<file path="config.mk">
export PLATFORM = sky130hd
export DESIGN_NAME = vid_monitor
export DESIGN_NICKNAME = d
export VERILOG_FILES = /design/src/hdl/vid_pkg.sv /design/src/hdl/vid_code_map.sv /design/src/hdl/vid_monitor.sv
export SDC_FILE = /design/constraint.sdc
export NUM_CORES = 1
export LEC_CHECK = 0
export ABC_AREA = 1
export BUFFER_PORTS_ARGS = -buffer_cell sky130_fd_sc_hd__buf_2
export CORE_MARGIN = 1.5
export CORE_UTILIZATION = 55
export CTS_CLUSTER_SIZE = 12
export DETAILED_ROUTE_END_ITERATION = 12
export GPL_TIMING_DRIVEN = 0
export HOLD_SLACK_MARGIN = 0.02
export PLACE_DENSITY = 0.72
export SETUP_SLACK_MARGIN = 0.15
export SLEW_MARGIN = 15
export SYNTH_ARGS = -nofsm -noshare
export SYNTH_HDL_FRONTEND = slang
export SYNTH_SLANG_ARGS = --single-unit
</file>
<file path="constraint.sdc">
create_clock -name clk -period 64.4 [get_ports clk]
set_input_delay 19.32 -clock clk [delete_from_list [all_inputs] [get_ports clk]]
set_output_delay 19.32 -clock clk [all_outputs]
set_load 0.02 [all_outputs]
</file>
<file path="src/hdl/vid_pkg.sv">
// Constants shared by the voltage-ID monitor and its supply code mapper.
// Assumes a 125 MHz core clock and a byte-wide register port from the
// SMBus serial engine.
package vid_pkg;
  localparam int unsigned CLK_PERIOD_NS = 8;
  localparam int unsigned CHANGE_WINDOW_NS = 11000;
  localparam int unsigned CHANGE_WINDOW_CYC =
    CHANGE_WINDOW_NS / CLK_PERIOD_NS;

  localparam logic [7:0] ADDR_CONFIG_ONE = 8'h40;
  localparam logic [7:0] ADDR_STATUS_TWO = 8'h42;
  localparam logic [7:0] ADDR_VOLTAGE_ID_CODE = 8'h43;
  localparam logic [7:0] ADDR_INT_MASK_TWO = 8'h75;
  localparam logic [7:0] READ_UNMAPPED = 8'h00;

  localparam int unsigned BIT_PIN_SELECT = 7;
  localparam int unsigned BIT_THRESHOLD = 6;
  localparam int unsigned BIT_SIXTH_INPUT = 5;
  localparam int unsigned BIT_SHARED_FLAG = 0;
  localparam int unsigned BIT_CODE_CHANGE_MASK = 0;
  localparam int unsigned BIT_SUPPLY_5V = 7;

  localparam logic RESET_PIN_SELECT = 1'b0;
  localparam logic RESET_THRESHOLD = 1'b0;
  localparam logic RESET_MASK = 1'b0;
  localparam logic RESET_SUPPLY_5V = 1'b0;

  // Device address returned on an alert response; the value is arbitrary.
  localparam logic [6:0] DEFAULT_DEVICE_ADDR = 7'h2e;

  // Input voltages are in units of 0.1 mV.
  localparam int unsigned VIN_W = 18;
  localparam int unsigned CODE_W = 10;
  localparam logic [9:0] CODE_NOMINAL = 10'h300;
  localparam logic [9:0] CODE_MAX = 10'h3ff;
  localparam logic [27:0] NOM_2V5 = 28'd25000;
  localparam logic [27:0] NOM_VCCP = 28'd22500;
  localparam logic [27:0] NOM_3V3 = 28'd33000;
  localparam logic [27:0] NOM_5V = 28'd50000;
  localparam logic [27:0] NOM_12V = 28'd120000;

  typedef enum logic [2:0] {
    VID_CH_2V5,
    VID_CH_VCCP,
    VID_CH_VCC,
    VID_CH_5V,
    VID_CH_12V
  } vid_chan_t;
endpackage

</file>
<file path="src/hdl/vid_code_map.sv">
// Maps a supply channel's input voltage onto its 10-bit converter code.
// Assumes the voltage arrives already digitised in 0.1 mV units.
`timescale 1ns/1ps
module vid_code_map
  import vid_pkg::*;
(
  input wire logic clk,
  input wire logic reset,
  input wire vid_chan_t chan,
  input wire logic [VIN_W-1:0] vin,
  input wire logic supply_5v,
  output logic [CODE_W-1:0] code_q
);
  logic [27:0] nominal;
  logic [27:0] scaled;
  logic [27:0] ratio;
  logic [CODE_W-1:0] code_d;

  // Vcc nominal follows the supply option.
  assign nominal = (chan == VID_CH_2V5) ? NOM_2V5 :
                   (chan == VID_CH_VCCP) ? NOM_VCCP :
                   (chan == VID_CH_VCC) ? (supply_5v ? NOM_5V : NOM_3V3) :
                   (chan == VID_CH_5V) ? NOM_5V : NOM_12V;
  // nominal input lands on three-quarter scale.
  assign scaled = 28'(vin) * 28'(CODE_NOMINAL);
  assign ratio = scaled / nominal;
  // saturate above the top code; below one step truncates to 0.
  assign code_d = (ratio > 28'(CODE_MAX)) ? CODE_MAX : ratio[CODE_W-1:0];

  always_ff @(posedge clk) begin
    if (reset) begin
      code_q <= '0;
    end else begin
      code_q <= code_d;
    end
  end

  // nominal 12 V maps to code 768.
  a_map_nominal: assert property (
    @(posedge clk) disable iff (reset)
    (chan == VID_CH_12V && vin == 18'd120000) |=> code_q == 10'h300)
    else $error("12 V nominal did not map to 768");
  a_map_clamp: assert property (
    @(posedge clk) disable iff (reset)
    (chan == VID_CH_12V && vin > 18'd160000) |=> code_q == 10'h3ff)
    else $error("overrange code not clamped");
endmodule

</file>
<file path="src/hdl/vid_monitor.sv">
// Voltage-ID input monitor with shared pin select and code change detect.
// Assumes an SMBus engine outside that turns bus transfers into single
// cycle register reads and writes and reports alert response reads.
//
// Overview of operation
// - The pin select bit 7 of register 0x43 sets the shared pin to 12 V input (0) or sixth code input (1) and reads back.
// - With select 0, bit 5 of register 0x43 always reads 0.
// - With select 1, bit 5 of register 0x43 shows the shared pin level.
// - In 12 V mode bit 0 of register 0x42 shows the 12 V out-of-limit state.
// - In sixth-input mode bit 0 of register 0x42 shows a code change.
// - In sixth-input mode the 12 V measurement on the pin is stopped.
// - The change flag sets when the code differs from the snapshot taken at each 11 us interval end and holds until a 0x42 status read or 12 V mode clears it.
// - Change detection runs only in sixth-input mode.
// - An unmasked code change pulls the alert output low.
// - Mask bit 0 of register 0x75 blocks the alert but not the flag.
// - Each supply channel gives a 10-bit code with 768 at nominal.
// - Vcc codes assume 3.3 V unless the 5 V option bit is set.
// - While alerting, the device answers the alert response address.
`timescale 1ns/1ps
module vid_monitor
  import vid_pkg::*;
#(
  parameter logic [6:0] DEVICE_ADDR = DEFAULT_DEVICE_ADDR
)
(
  input wire logic clk,
  input wire logic reset,
  input wire logic [4:0] vid_pins,
  input wire logic shared_pin,
  input wire logic v12_out_of_limit,
  input wire logic [7:0] reg_addr,
  input wire logic reg_wr,
  input wire logic reg_rd,
  input wire logic [7:0] reg_wdata,
  output logic [7:0] reg_rdata_q,
  input wire logic ara_read,
  output logic ara_respond,
  output logic [6:0] ara_address,
  output logic smbalert_o,
  output logic smbalert_oe_n,
  output logic v12_measure_en,
  output logic vid_threshold_low,
  input wire vid_chan_t meas_chan,
  input wire logic [VIN_W-1:0] meas_vin,
  output logic [CODE_W-1:0] meas_code_q
);
  localparam logic [10:0] WINDOW_LAST = 11'(CHANGE_WINDOW_CYC - 1);

  logic [5:0] sync1_q;
  logic [5:0] sync2_q;
  logic pin_function_select_q;
  logic threshold_q;
  logic mask_q;
  logic supply_5v_q;
  logic [10:0] window_q;
  logic [10:0] window_d;
  logic [5:0] snapshot_q;
  logic change_flag_q;
  logic change_flag_d;
  logic [5:0] voltage_identification;
  logic window_end;
  logic code_differs;
  logic shared_flag;
  logic alert;
  logic wr_vid;
  logic wr_mask;
  logic wr_cfg;
  logic rd_status;
  logic [7:0] rdata_d;

  // Both flops feed only the second stage or the logic after it.
  always_ff @(posedge clk) begin
    if (reset) begin
      sync1_q <= '0;
      sync2_q <= '0;
    end else begin
      sync1_q <= {shared_pin, vid_pins};
      sync2_q <= sync1_q;
    end
  end

  // sixth input forced to 0 in 12 V mode.
  // otherwise it follows the synchronised pin.
  assign voltage_identification =
    {sync2_q[5] & pin_function_select_q, sync2_q[4:0]};

  assign wr_vid = reg_wr && reg_addr == ADDR_VOLTAGE_ID_CODE;
  assign wr_mask = reg_wr && reg_addr == ADDR_INT_MASK_TWO;
  assign wr_cfg = reg_wr && reg_addr == ADDR_CONFIG_ONE;
  assign rd_status = reg_rd && reg_addr == ADDR_STATUS_TWO;

  // select bit stored from software writes.
  always_ff @(posedge clk) begin
    if (reset) begin
      pin_function_select_q <= RESET_PIN_SELECT;
      threshold_q <= RESET_THRESHOLD;
      mask_q <= RESET_MASK;
      supply_5v_q <= RESET_SUPPLY_5V;
    end else begin
      if (wr_vid) begin
        pin_function_select_q <= reg_wdata[BIT_PIN_SELECT];
        threshold_q <= reg_wdata[BIT_THRESHOLD];
      end
      if (wr_mask) begin
        mask_q <= reg_wdata[BIT_CODE_CHANGE_MASK];
      end
      if (wr_cfg) begin
        supply_5v_q <= reg_wdata[BIT_SUPPLY_5V];
      end
    end
  end

  // 11 us interval timer with snapshot at each end.
  assign window_end = window_q == WINDOW_LAST;
  assign window_d = window_end ? '0 : window_q + 11'd1;
  assign code_differs = voltage_identification != snapshot_q;

  // set on difference; a status read clears, but set wins.
  assign change_flag_d = !pin_function_select_q ? 1'b0 :
                         code_differs ? 1'b1 :
                         rd_status ? 1'b0 : change_flag_q;

  always_ff @(posedge clk) begin
    if (reset) begin
      window_q <= '0;
      snapshot_q <= '0;
      change_flag_q <= 1'b0;
    end else begin
      window_q <= window_d;
      if (window_end) begin
        snapshot_q <= voltage_identification;
      end
      change_flag_q <= change_flag_d;
    end
  end

  // 12 V limit state in 12 V mode.
  assign shared_flag = pin_function_select_q ? change_flag_q
                                             : v12_out_of_limit;
  // mask gates the output only, not the flag.
  assign alert = shared_flag & ~mask_q;
  assign smbalert_o = 1'b0;
  assign smbalert_oe_n = ~alert;
  // answer the alert response read while alerting.
  assign ara_respond = ara_read & alert;
  assign ara_address = DEVICE_ADDR;
  // 12 V conversion disabled once the pin is a code input.
  assign v12_measure_en = ~pin_function_select_q;
  assign vid_threshold_low = threshold_q;

  assign rdata_d =
    (reg_addr == ADDR_VOLTAGE_ID_CODE) ?
      {pin_function_select_q, threshold_q, voltage_identification} :
    (reg_addr == ADDR_STATUS_TWO) ? {7'h00, shared_flag} :
    (reg_addr == ADDR_INT_MASK_TWO) ? {7'h00, mask_q} :
    (reg_addr == ADDR_CONFIG_ONE) ? {supply_5v_q, 7'h00} : READ_UNMAPPED;

  always_ff @(posedge clk) begin
    if (reset) begin
      reg_rdata_q <= '0;
    end else if (reg_rd) begin
      reg_rdata_q <= rdata_d;
    end
  end

  vid_code_map u_map (
    .clk(clk),
    .reset(reset),
    .chan(meas_chan),
    .vin(meas_vin),
    .supply_5v(supply_5v_q),
    .code_q(meas_code_q)
  );

  // Cycles since the last snapshot, counted apart from the timer; a plain
  // delay over a whole interval would be far too long for the checker.
  logic [10:0] gap_q;
  always_ff @(posedge clk) begin
    if (reset) begin
      gap_q <= '0;
    end else if (window_end) begin
      gap_q <= '0;
    end else begin
      gap_q <= gap_q + 11'd1;
    end
  end

  a_sel_readback: assert property (
    @(posedge clk) disable iff (reset)
    (reg_rd && reg_addr == 8'h43) |=>
    reg_rdata_q[7] == $past(pin_function_select_q))
    else $error("select bit readback wrong");
  a_sixth_zero: assert property (
    @(posedge clk) disable iff (reset)
    (reg_rd && reg_addr == 8'h43 && !pin_function_select_q) |=>
    !reg_rdata_q[5])
    else $error("sixth input bit not zero in 12 V mode");
  a_sixth_level: assert property (
    @(posedge clk) disable iff (reset)
    (reg_rd && reg_addr == 8'h43 && pin_function_select_q) |=>
    reg_rdata_q[5] == $past(sync2_q[5]))
    else $error("sixth input bit does not follow pin");
  a_limit_flag: assert property (
    @(posedge clk) disable iff (reset)
    (reg_rd && reg_addr == 8'h42 && !pin_function_select_q) |=>
    reg_rdata_q[0] == $past(v12_out_of_limit))
    else $error("12 V limit flag not reported");
  a_change_flag: assert property (
    @(posedge clk) disable iff (reset)
    (reg_rd && reg_addr == 8'h42 && pin_function_select_q) |=>
    reg_rdata_q[0] == $past(change_flag_q))
    else $error("code change flag not reported");
  a_measure_off: assert property (
    @(posedge clk) disable iff (reset)
    pin_function_select_q |-> !v12_measure_en)
    else $error("12 V measured in code input mode");
  a_change_sets: assert property (
    @(posedge clk) disable iff (reset)
    (pin_function_select_q && voltage_identification != snapshot_q) |=>
    change_flag_q || !pin_function_select_q)
    else $error("code change not flagged");
  a_detect_off: assert property (
    @(posedge clk) disable iff (reset)
    !$past(pin_function_select_q) |-> !change_flag_q)
    else $error("change flag set in 12 V mode");
  a_alert_drive: assert property (
    @(posedge clk) disable iff (reset)
    (pin_function_select_q && change_flag_q && !mask_q) |->
    !smbalert_oe_n)
    else $error("unmasked change did not alert");
  a_alert_mask: assert property (
    @(posedge clk) disable iff (reset)
    mask_q |-> smbalert_oe_n)
    else $error("masked source raised alert");
  a_ara_answer: assert property (
    @(posedge clk) disable iff (reset)
    (ara_read && !smbalert_oe_n) |-> ara_respond)
    else $error("alert response not answered");
  a_window_len: assert property (
    @(posedge clk) disable iff (reset)
    window_end |-> gap_q == WINDOW_LAST)
    else $error("snapshot interval too short");
  a_window_due: assert property (
    @(posedge clk) disable iff (reset)
    gap_q <= WINDOW_LAST)
    else $error("snapshot interval too long");

  c_code_change: cover property (@(posedge clk) disable iff (reset)
    pin_function_select_q && code_differs ##1 change_flag_q);
  c_alert_ara: cover property (@(posedge clk) disable iff (reset)
    ara_respond);
  c_status_clear: cover property (@(posedge clk) disable iff (reset)
    change_flag_q && rd_status && !code_differs ##1 !change_flag_q);
endmodule

</file>
==> reports/results.tsv, run 1 <==
metric	value	unit
grt_usage	29.3	%
critical_path_class	in -> reg	
crit_path_frequent_cell	nand2_1	
reg2reg_to	u_map.code_q[0]$_SDFF_PP0_	
end_kind	flop	
skew	0.00608	ns
cts.path.max_buffers	2	
syn_area_per_cell	5.81	um2
grt_pass1_vias	16000	
clk_pin_slew	0.08	ns
drc	0	
start_kind	input pin	
synthDistinctLibCells	62	
fin_nets	3109	
clock_tree.root_cell	clkbuf_16	
grt_first_pass_wirelength	74.6	mm
cts_setup_buffers	0	
viasPerCell	5.41	
setup_violations	0	
instances_no_fill	3233	
fill_cells	2932	
die_y	174	um
ys_ff_latch	52	
synth_warnings	0	
ys_seq_area_share	6.48	%
hold_end	sync2_q[4]$_SDFF_PP0_	
status	finished clean	
cts.htree.levels	2	
wire_per_inst	14.1	um
grt_overflow	0	
async_flop_share	0	%
max_cap_viol_count	0	
clkLatencyLatePin	0.29	ns
layout_common_cells	726 x nand2_1, 401 x inv_1, 210 x ha_1	
netlist_area	16100	um2
firstDrtPassIters	5	
cts_made_buffers	5	
rsz0062_at_grt	false	
netlist_instances	2765	
fin_setup_tns	0	ns
drt_iter0_drc	1009	
timing.critical_path.slowest_cell_delay	0.70	ns
min_period	59.26	ns
area_growth	6.77	%
start_util	55.9	%
core_area	28700	um2
relSlewSlack	35.6	%
layout_commonest_cell	nand2_1	
drive_gt1_share	10.3	%
hold_viol	0	
place_inst	3225	
antenna_found_initial	0	
dieArea	30200	um2
min_path_cells	2	
synth-edff-count	0	
die_w	174	um
diodes	0	
vias	17500	
path_max_fanout	16	
io_buffers	64	
finalMaxSlewViolations	0	
ios	79	
hpwl	38.1	mm
required	64.56	ns
grt_max_degree	23	
hold_start	sync1_q[4]$_SDFF_PP0_	
hold_path.class	reg -> reg	
post_cts_resized	0	
regToRegSetupSlack	23.96	ns
max_slew.worst_pin.slew	0.964	ns
cts_tree	built	
worst-r2r-cell-count	250	
finalCritPeriodShare	92.0	%
cts_hold_buffers	0	
ys.flop_type	dfxtp_1	
fmax	0.0169	GHz
slowest_stage	inv_1	
num_rows	62	
r2r-start	supply_5v_q$_SDFFE_PP0P_	
critical_path.startpoint	meas_chan[0]	
ant_nets	0	
clock_sinks	52	
drt-total-wl	45.5	mm
gp_congestion	0.917	
arrival	59.42	ns
worst max-delay path by stage:
stage	to	slack, ns	depth (start not counted)
global route	u_map.code_q[0]$_SDFF_PP0_	0.97	258
global placement	u_map.code_q[0]$_SDFF_PP0_	3.07	249
detailed placement	u_map.code_q[0]$_SDFF_PP0_	5.39	253
floorplan	u_map.code_q[0]$_SDFF_PP0_	12.78	248
finish	u_map.code_q[0]$_SDFF_PP0_	5.14	251
CTS	u_map.code_q[0]$_SDFF_PP0_	5.60	253
per-stage QoR:
| stage | util, % | worst slack [ns] | instance area, um2 | hold WS, ns |
|---|---|---|---|---|
| floorplan | - | 12.78 | 16100 | 0.388 |
| global placement | 58.8 | 3.07 | 16900 | 0.394 |
| detailed placement | 59.2 | 5.39 | 17000 | 0.396 |
| CTS | 59.7 | 5.60 | 17100 | 0.405 |
| global route | 59.7 | 0.972 | 17100 | 0.406 |
| finish | 59.7 | 5.14 | 17100 | 0.400 |
cells in the mapped netlist, types with 5 or more instances:
master,instances,area (um2)
a21o_1,9,67.6
a211oi_1,18,135
nand4_1,46,288
nand2_2,60,375
o21ai_0,188,941
buf_4,21,158
a21oi_2,6,52.6
nand3b_1,14,105
a21oi_1,171,856
ha_1,210,2630
nand2_1,727,2730
nand3_2,25,250
xor2_1,94,823
nand4_2,5,62.6
dfxtp_1,52,1040
buf_6,6,67.6
or2_2,8,50.1
xnor2_1,68,596
inv_2,20,75.1
inv_1,401,1510
o21ai_1,14,70.1
clkinv_1,5,18.8
clkbuf_1,22,82.6
nor3_1,38,190
nand2_4,9,101
buf_2,7,35.0
o21bai_1,9,67.6
nor2_1,207,777
nor2_2,13,81.3
nand3_1,205,1030
o211ai_1,8,60.1
nor2_4,12,135
o31ai_1,5,37.5
nor4_1,12,75.1
worst max-delay path: cells and delay by family:
family / cells / cell delay, ns
adders and majority gates: 14 / 4.77
and+or+nand+nor: 125 / 14.31
buffers and inverters: 53 / 9.23
AOI/OAI and AO/OA: 59 / 11.73
sequential cells by signal (all words and copies together), names as in the netlist:
signal / count
window_q: 11
u_map.code_q: 10
reg_rdata_q: 8
snapshot_q: 6
sync1_q: 6
sync2_q: 6
change_flag_q: 1
mask_q: 1
pin_function_select_q: 1
supply_5v_q: 1
vid_threshold_low: 1
per-layer routing:
metal	wire length (um)	GRT usage (%)
met1	21400	37.7
met2	21100	52.3
met3	1650	1.89
met4	1260	8.19
met5	0	0
area by class of cell:
class,instances,area (um2),area share [%]
repair buffers,70,393,2.29
well taps,384,480,2.80
clock inverters,3,28.8,0.168
multi-input cells,2233,13100,76.4
flip-flops and latches,52,1040,6.07
plain buffers,58,362,2.11
inverters,428,1610,9.41
clock buffers,5,125,0.730
logic make-up after synthesis:
kind of cell	after synthesis	share of synthesized area, %
other	2	0.0468
flip-flops	52	6.48
AND/OR/NAND/NOR	1396	39.7
AO/OA/AOI/OAI	454	16.0
XOR/XNOR	162	8.84
adder cells (fa/ha/maj)	212	16.6
buffers and inverters	486	12.3
multiplexers	1	0.0624
Power of run 1 is left out: the tool's default activity adds up to more than one toggle a clock period on the data nets, which glitch-free logic cannot reach.
==> run 2, diff against run 1 <==
--- a/config.mk
+++ b/config.mk
@@ -7,13 +7,16 @@
 export LEC_CHECK = 0
 export ABC_AREA = 1
 export BUFFER_PORTS_ARGS = -buffer_cell sky130_fd_sc_hd__buf_2
+export CELL_PAD_IN_SITES_DETAIL_PLACEMENT = 0
+export CELL_PAD_IN_SITES_GLOBAL_PLACEMENT = 2
 export CORE_MARGIN = 1.5
-export CORE_UTILIZATION = 55
+export CORE_UTILIZATION = 35
+export CTS_BUF_LIST = sky130_fd_sc_hd__clkbuf_4 sky130_fd_sc_hd__clkbuf_8
 export CTS_CLUSTER_SIZE = 12
 export DETAILED_ROUTE_END_ITERATION = 12
 export GPL_TIMING_DRIVEN = 0
 export HOLD_SLACK_MARGIN = 0.02
-export PLACE_DENSITY = 0.72
+export PLACE_DENSITY = 0.84
 export SETUP_SLACK_MARGIN = 0.15
 export SLEW_MARGIN = 15
 export SYNTH_ARGS = -nofsm -noshare
==> constraint.sdc (replaced) <==
create_clock -name clk -period 63.7 [get_ports clk]
set_input_delay 19.11 -clock clk [delete_from_list [all_inputs] [get_ports clk]]
set_output_delay 19.11 -clock clk [all_outputs]
set_load 0.02 [all_outputs]
==> run 2 against run 1 <==
Against the previous run:
- clock-buffer cell count stayed put
- first-iteration DRC count decreased by 15%
- register-to-register slack got worse by 0.14 ns
- highest routed layer unchanged
- final cell count up 6.9%
==> reports/results.tsv, run 2 (synthesized netlist as in run 1, its figures left out) <==
metric	value	unit
instances_no_fill	3455	
finalCritPeriodShare	92.0	%
grtUsageMet2	36.7	%
io_buffers	64	
die_y	217	um
die_w	217	um
cts.path.max_buffers	2	
timing.hold.ws	0.402	ns
ant_nets	0	
slowest_stage	inv_2	
clock_tree.root_cell	clkbuf_8	
drc	0	
largest_reg_flops	11	
drt-total-wl	50.2	mm
fill_cells	5041	
fin_setup_tns	0	ns
core_area	45300	um2
ios	79	
layout_commonest_cell	nand2_1	
cts_hold_buffers	0	
place_inst	3443	
antenna_found_initial	0	
grt_first_pass_wirelength	80.1	mm
viasPerCell	5.00	
hold_path.class	reg -> reg	
met3_usage	0.713	%
busiest_layer	met2	
setup_violations	0	
timing.critical_path.slowest_cell_delay	0.50	ns
fmax	0.0171	GHz
area_growth	8.91	%
end_kind	flop	
gp_congestion	0.863	
start_util	35.4	%
wire_per_inst	14.5	um
vias	17300	
required	63.89	ns
max_slew.worst_pin.slew	1.06	ns
grt_pass1_vias	15800	
top_register	window_q	
drive_gt1_share	10.6	%
num_rows	78	
cts.htree.levels	2	
relSlewSlack	29.4	%
grt_max_degree	23	
reg_top3	window_q x11, u_map.code_q x10, reg_rdata_q x8	
skew	0.00951	ns
dieArea	47200	um2
crit_path_frequent_cell	nand2_1	
firstDrtPassIters	5	
hpwl	43.1	mm
layout_common_cells	725 x nand2_1, 399 x inv_1, 210 x ha_1	
rsz0062_at_grt	false	
clkLatencyLatePin	0.31	ns
critical_path_class	in -> reg	
hold_viol	0	
min_period	58.60	ns
start_kind	input pin	
cts_made_buffers	5	
max_cap_viol_count	0	
grt_usage	20.8	%
drt_iter0_drc	853	
clock_sinks	52	
path_max_fanout	15	
clk_pin_slew	0.10	ns
grt_overflow	0	
fin_nets	3115	
fin_util	38.6	%
cts_tree	built	
diodes	0	
grt_util_met1	28.6	%
arrival	58.79	ns
status	finished clean	
finalMaxSlewViolations	0	
-- run 2: cell type report --
class / instances / area (um2) / area share, %
Multi-Input combinational cell: 2233 / 13100 / 75.0
Inverter: 428 / 1620 / 9.25
Sequential cell: 52 / 1040 / 5.95
Tap cell: 600 / 751 / 4.29
Timing Repair Buffer: 76 / 493 / 2.82
Buffer: 58 / 362 / 2.07
Clock buffer: 5 / 68.8 / 0.394
Clock inverter: 3 / 46.3 / 0.265
-- run 2: per-layer routing --
| metal | part of all wire (%) | wire length (um) | vias up |
|---|---|---|---|
| met5 | 0 | 0 | - |
| li1 | - | - | 9244 |
| met4 | 1.3 | 662 | 0 |
| met1 | 50 | 25100 | 7773 |
| met2 | 47 | 23400 | 219 |
| met3 | 1.9 | 951 | 32 |
-- run 2: stage by stage --
step	setup slack [ns]	cell area [um2]
finish	5.10	17500
global route	0.239	17500
CTS	4.34	17400
detailed placement	4.10	17300
global placement	0.717	17100
floorplan	12.29	16100
-- run 2: path summary, 6_finish.rpt --
path | startpoint | endpoint | slack, ns | depth (start not counted)
hold / removal | sync1_q[0]$_SDFF_PP0_ | sync2_q[0]$_SDFF_PP0_ | 0.40 | 2
setup reg to reg | supply_5v_q$_SDFFE_PP0P_ | u_map.code_q[0]$_SDFF_PP0_ | 23.82 | 256
hold reg to reg | sync1_q[0]$_SDFF_PP0_ | sync2_q[0]$_SDFF_PP0_ | 0.40 | 2
setup / recovery | meas_chan[0] | u_map.code_q[0]$_SDFF_PP0_ | 5.10 | 254
-- run 2: repair_timing --
action                     4_1_cts  5_1_grt
resized for setup                0        3
setup endpoints to repair        0        1
buffers inserted                 0        4
-- run 2: worst max-delay path: cells and delay by family --
kind,cells,cell delay (ns)
compound gates,63,11.32
simple gates,126,13.78
buf+inv,51,9.73
fa+ha+maj,14,4.70
Power of run 2 is left out for the same reason.
==> run 3, diff against run 2 <==
--- a/config.mk
+++ b/config.mk
@@ -5,12 +5,11 @@
 export SDC_FILE = /design/constraint.sdc
 export NUM_CORES = 1
 export LEC_CHECK = 0
-export ABC_AREA = 1
 export BUFFER_PORTS_ARGS = -buffer_cell sky130_fd_sc_hd__buf_2
 export CELL_PAD_IN_SITES_DETAIL_PLACEMENT = 0
 export CELL_PAD_IN_SITES_GLOBAL_PLACEMENT = 2
 export CORE_MARGIN = 1.5
-export CORE_UTILIZATION = 35
+export CORE_UTILIZATION = 38
 export CTS_BUF_LIST = sky130_fd_sc_hd__clkbuf_4 sky130_fd_sc_hd__clkbuf_8
 export CTS_CLUSTER_SIZE = 12
 export DETAILED_ROUTE_END_ITERATION = 12
==> run 3 against run 2 <==
Against the previous run:
- register-to-register slack worse by 2.4 ns
- fmax down 4.1%
- first-iteration DRC count up 15%
- synthesized area down 2.2%
- worst setup slack worse by 2.5 ns
- sequential share of layout area down 0.17 points
- utilization up 5.5 points
- global-route usage up 3.1 points
- die area down 9.8%
- via count down 1.9%
- clock skew down 0.0028 ns
- final cell count down 17%
- critical endpoint unchanged
==> reports/results.tsv, run 3 <==
metric	value	unit
ys_seq_area_share	6.63	%
drt_iter0_drc	977	
min_period	61.11	ns
instances_no_fill	2873	
wl_met3	1.32	mm
antenna_found_initial	1	
die_w	206	um
fill_cells	4235	
drive_gt1_share	15.0	%
synth-edff-count	0	
crit_path_frequent_cell	o21a_1	
cts.htree.levels	2	
viasPerCell	5.90	
syn_area_per_cell	7.13	um2
largest_reg_flops	11	
layout_common_cells	215 x nor2_1, 209 x ha_1, 180 x a21oi_1	
synthMostInstantiatedCell	nor2_1	
grt_overflow	0	
grt_first_pass_wirelength	82.6	mm
cp_top_family	compound AO/OA/AOI/OAI gates	
vias	16900	
end_kind	flop	
relSlewSlack	33.1	%
synthDistinctLibCells	114	
start_kind	input pin	
area_growth	14.6	%
io_buffers	65	
fin_nets	2600	
drc	0	
clock_sinks	52	
synth_top_area_cell	ha_1	
top_register	window_q	
arrival	61.32	ns
die_y	206	um
dieArea	42500	um2
ys.flop_type	dfxtp_1	
synth_area_leaders	ha_1 17%, dfxtp_1 6.6%, a21oi_1 6.2%	
timing.critical_path.slowest_cell_delay	0.58	ns
clkLatencyLatePin	0.32	ns
finalCritPeriodShare	95.9	%
grt_usage	23.9	%
ios	79	
critical_path_class	in -> reg	
grt_pass1_vias	16300	
firstDrtPassIters	5	
setup_slack	2.59	ns
finalMaxSlewViolations	0	
ant_nets	0	
gp_congestion	0.894	
regToRegSetupSlack	21.39	ns
synthTopCellsByCount	228 x nor2_1, 210 x ha_1, 193 x a21oi_1	
clk_pin_slew	0.10	ns
required	63.91	ns
netlist_area	15700	um2
core_area	40800	um2
fmax	0.0164	GHz
synth_warnings	0	
cts_tree	built	
cts_made_buffers	5	
reg_top3	window_q x11, u_map.code_q x10, reg_rdata_q x8	
layout_commonest_cell	nor2_1	
max_cap_viol_count	0	
status	finished clean	
ys_ff_latch	52	
num_rows	74	
setup_violations	0	
hpwl	41.6	mm
post-place-ws	-7.03	ns
finalInstanceArea	18000	um2
drt-total-wl	52.0	mm
hold_viol	0	
path_max_fanout	10	
highest_layer	met4	
wl_met1	23.9	mm
start_util	38.4	%
synth.top_cell.area_share	16.7	%
wire_per_inst	18.1	um
slowest_stage	or4b_1	
async_flop_share	0	%
cp_num_buf_inv	24	
hold_path.class	reg -> reg	
place_area	16900	um2
grt_max_degree	24	
cts.path.max_buffers	2	
clock_tree.root_cell	clkbuf_8	
wl_met2	25.7	mm
place_inst	2811	
skew	0.00670	ns
max_slew.worst_pin.slew	1.00	ns
netlist_instances	2203	
==> run 3: repair_timing <==
action	4_1_cts	5_1_grt
pin swaps	12	27
buffers inserted	15	37
endpoints found under the setup margin	3	2
resized for setup	73	106
hold buffers	0	0
gates cloned	0	1
==> run 3: cell families (layout without fill, tap and decap cells) <==
family,count (synthesis),count (layout),synth area share [%]
and+or+nand+nor,838,838,27.1
xor gates and xnor gates,144,144,8.03
other,2,9,0.0478
AOI/OAI and AO/OA,756,756,33.1
adders and majority gates,212,212,17.0
buffers and inverters,138,269,3.86
DFF,52,52,6.63
muxes,61,61,4.18
==> run 3: area by class of cell <==
type | instances | area [um2] | area share, %
multi-input combinational | 2019 | 14600 | 81.1
sequential | 52 | 1040 | 5.79
timing repair buffer | 123 | 838 | 4.66
tap | 532 | 666 | 3.70
buffer | 74 | 475 | 2.64
inverter | 64 | 244 | 1.36
clock buffer | 7 | 96.3 | 0.535
clock inverter | 1 | 30.0 | 0.167
antenna | 1 | 2.50 | 0.0139
==> run 3: stage by stage <==
step           setup TNS (ns)  hold WS [ns]  util (%)
2_1_floorplan               0         0.414         -
3_3_place_gp           -27.52         0.418      40.9
3_5_place_dp           -13.75         0.427      41.3
4_1_cts                     0         0.450      42.5
5_1_grt               -0.0235         0.464      44.1
6_report                    0         0.451      44.1
==> run 3: worst paths after layout <==
check | startpoint | to | depth (start not counted)
setup / recovery | meas_vin[0] | u_map.code_q[0]$_SDFF_PP0_ | 223
hold / removal | sync1_q[0]$_SDFF_PP0_ | sync2_q[0]$_SDFF_PP0_ | 1
setup reg to reg | supply_5v_q$_SDFFE_PP0P_ | u_map.code_q[0]$_SDFF_PP0_ | 218
hold reg to reg | sync1_q[0]$_SDFF_PP0_ | sync2_q[0]$_SDFF_PP0_ | 1
==> run 3: layer usage <==
metal  vias to the layer above  track usage [%]
met5                         -                0
met4                         0             6.00
met3                        59             1.14
met2                       269             44.0
met1                      8010             30.2
li1                       8602                -
Power of run 3 is left out for the same reason.
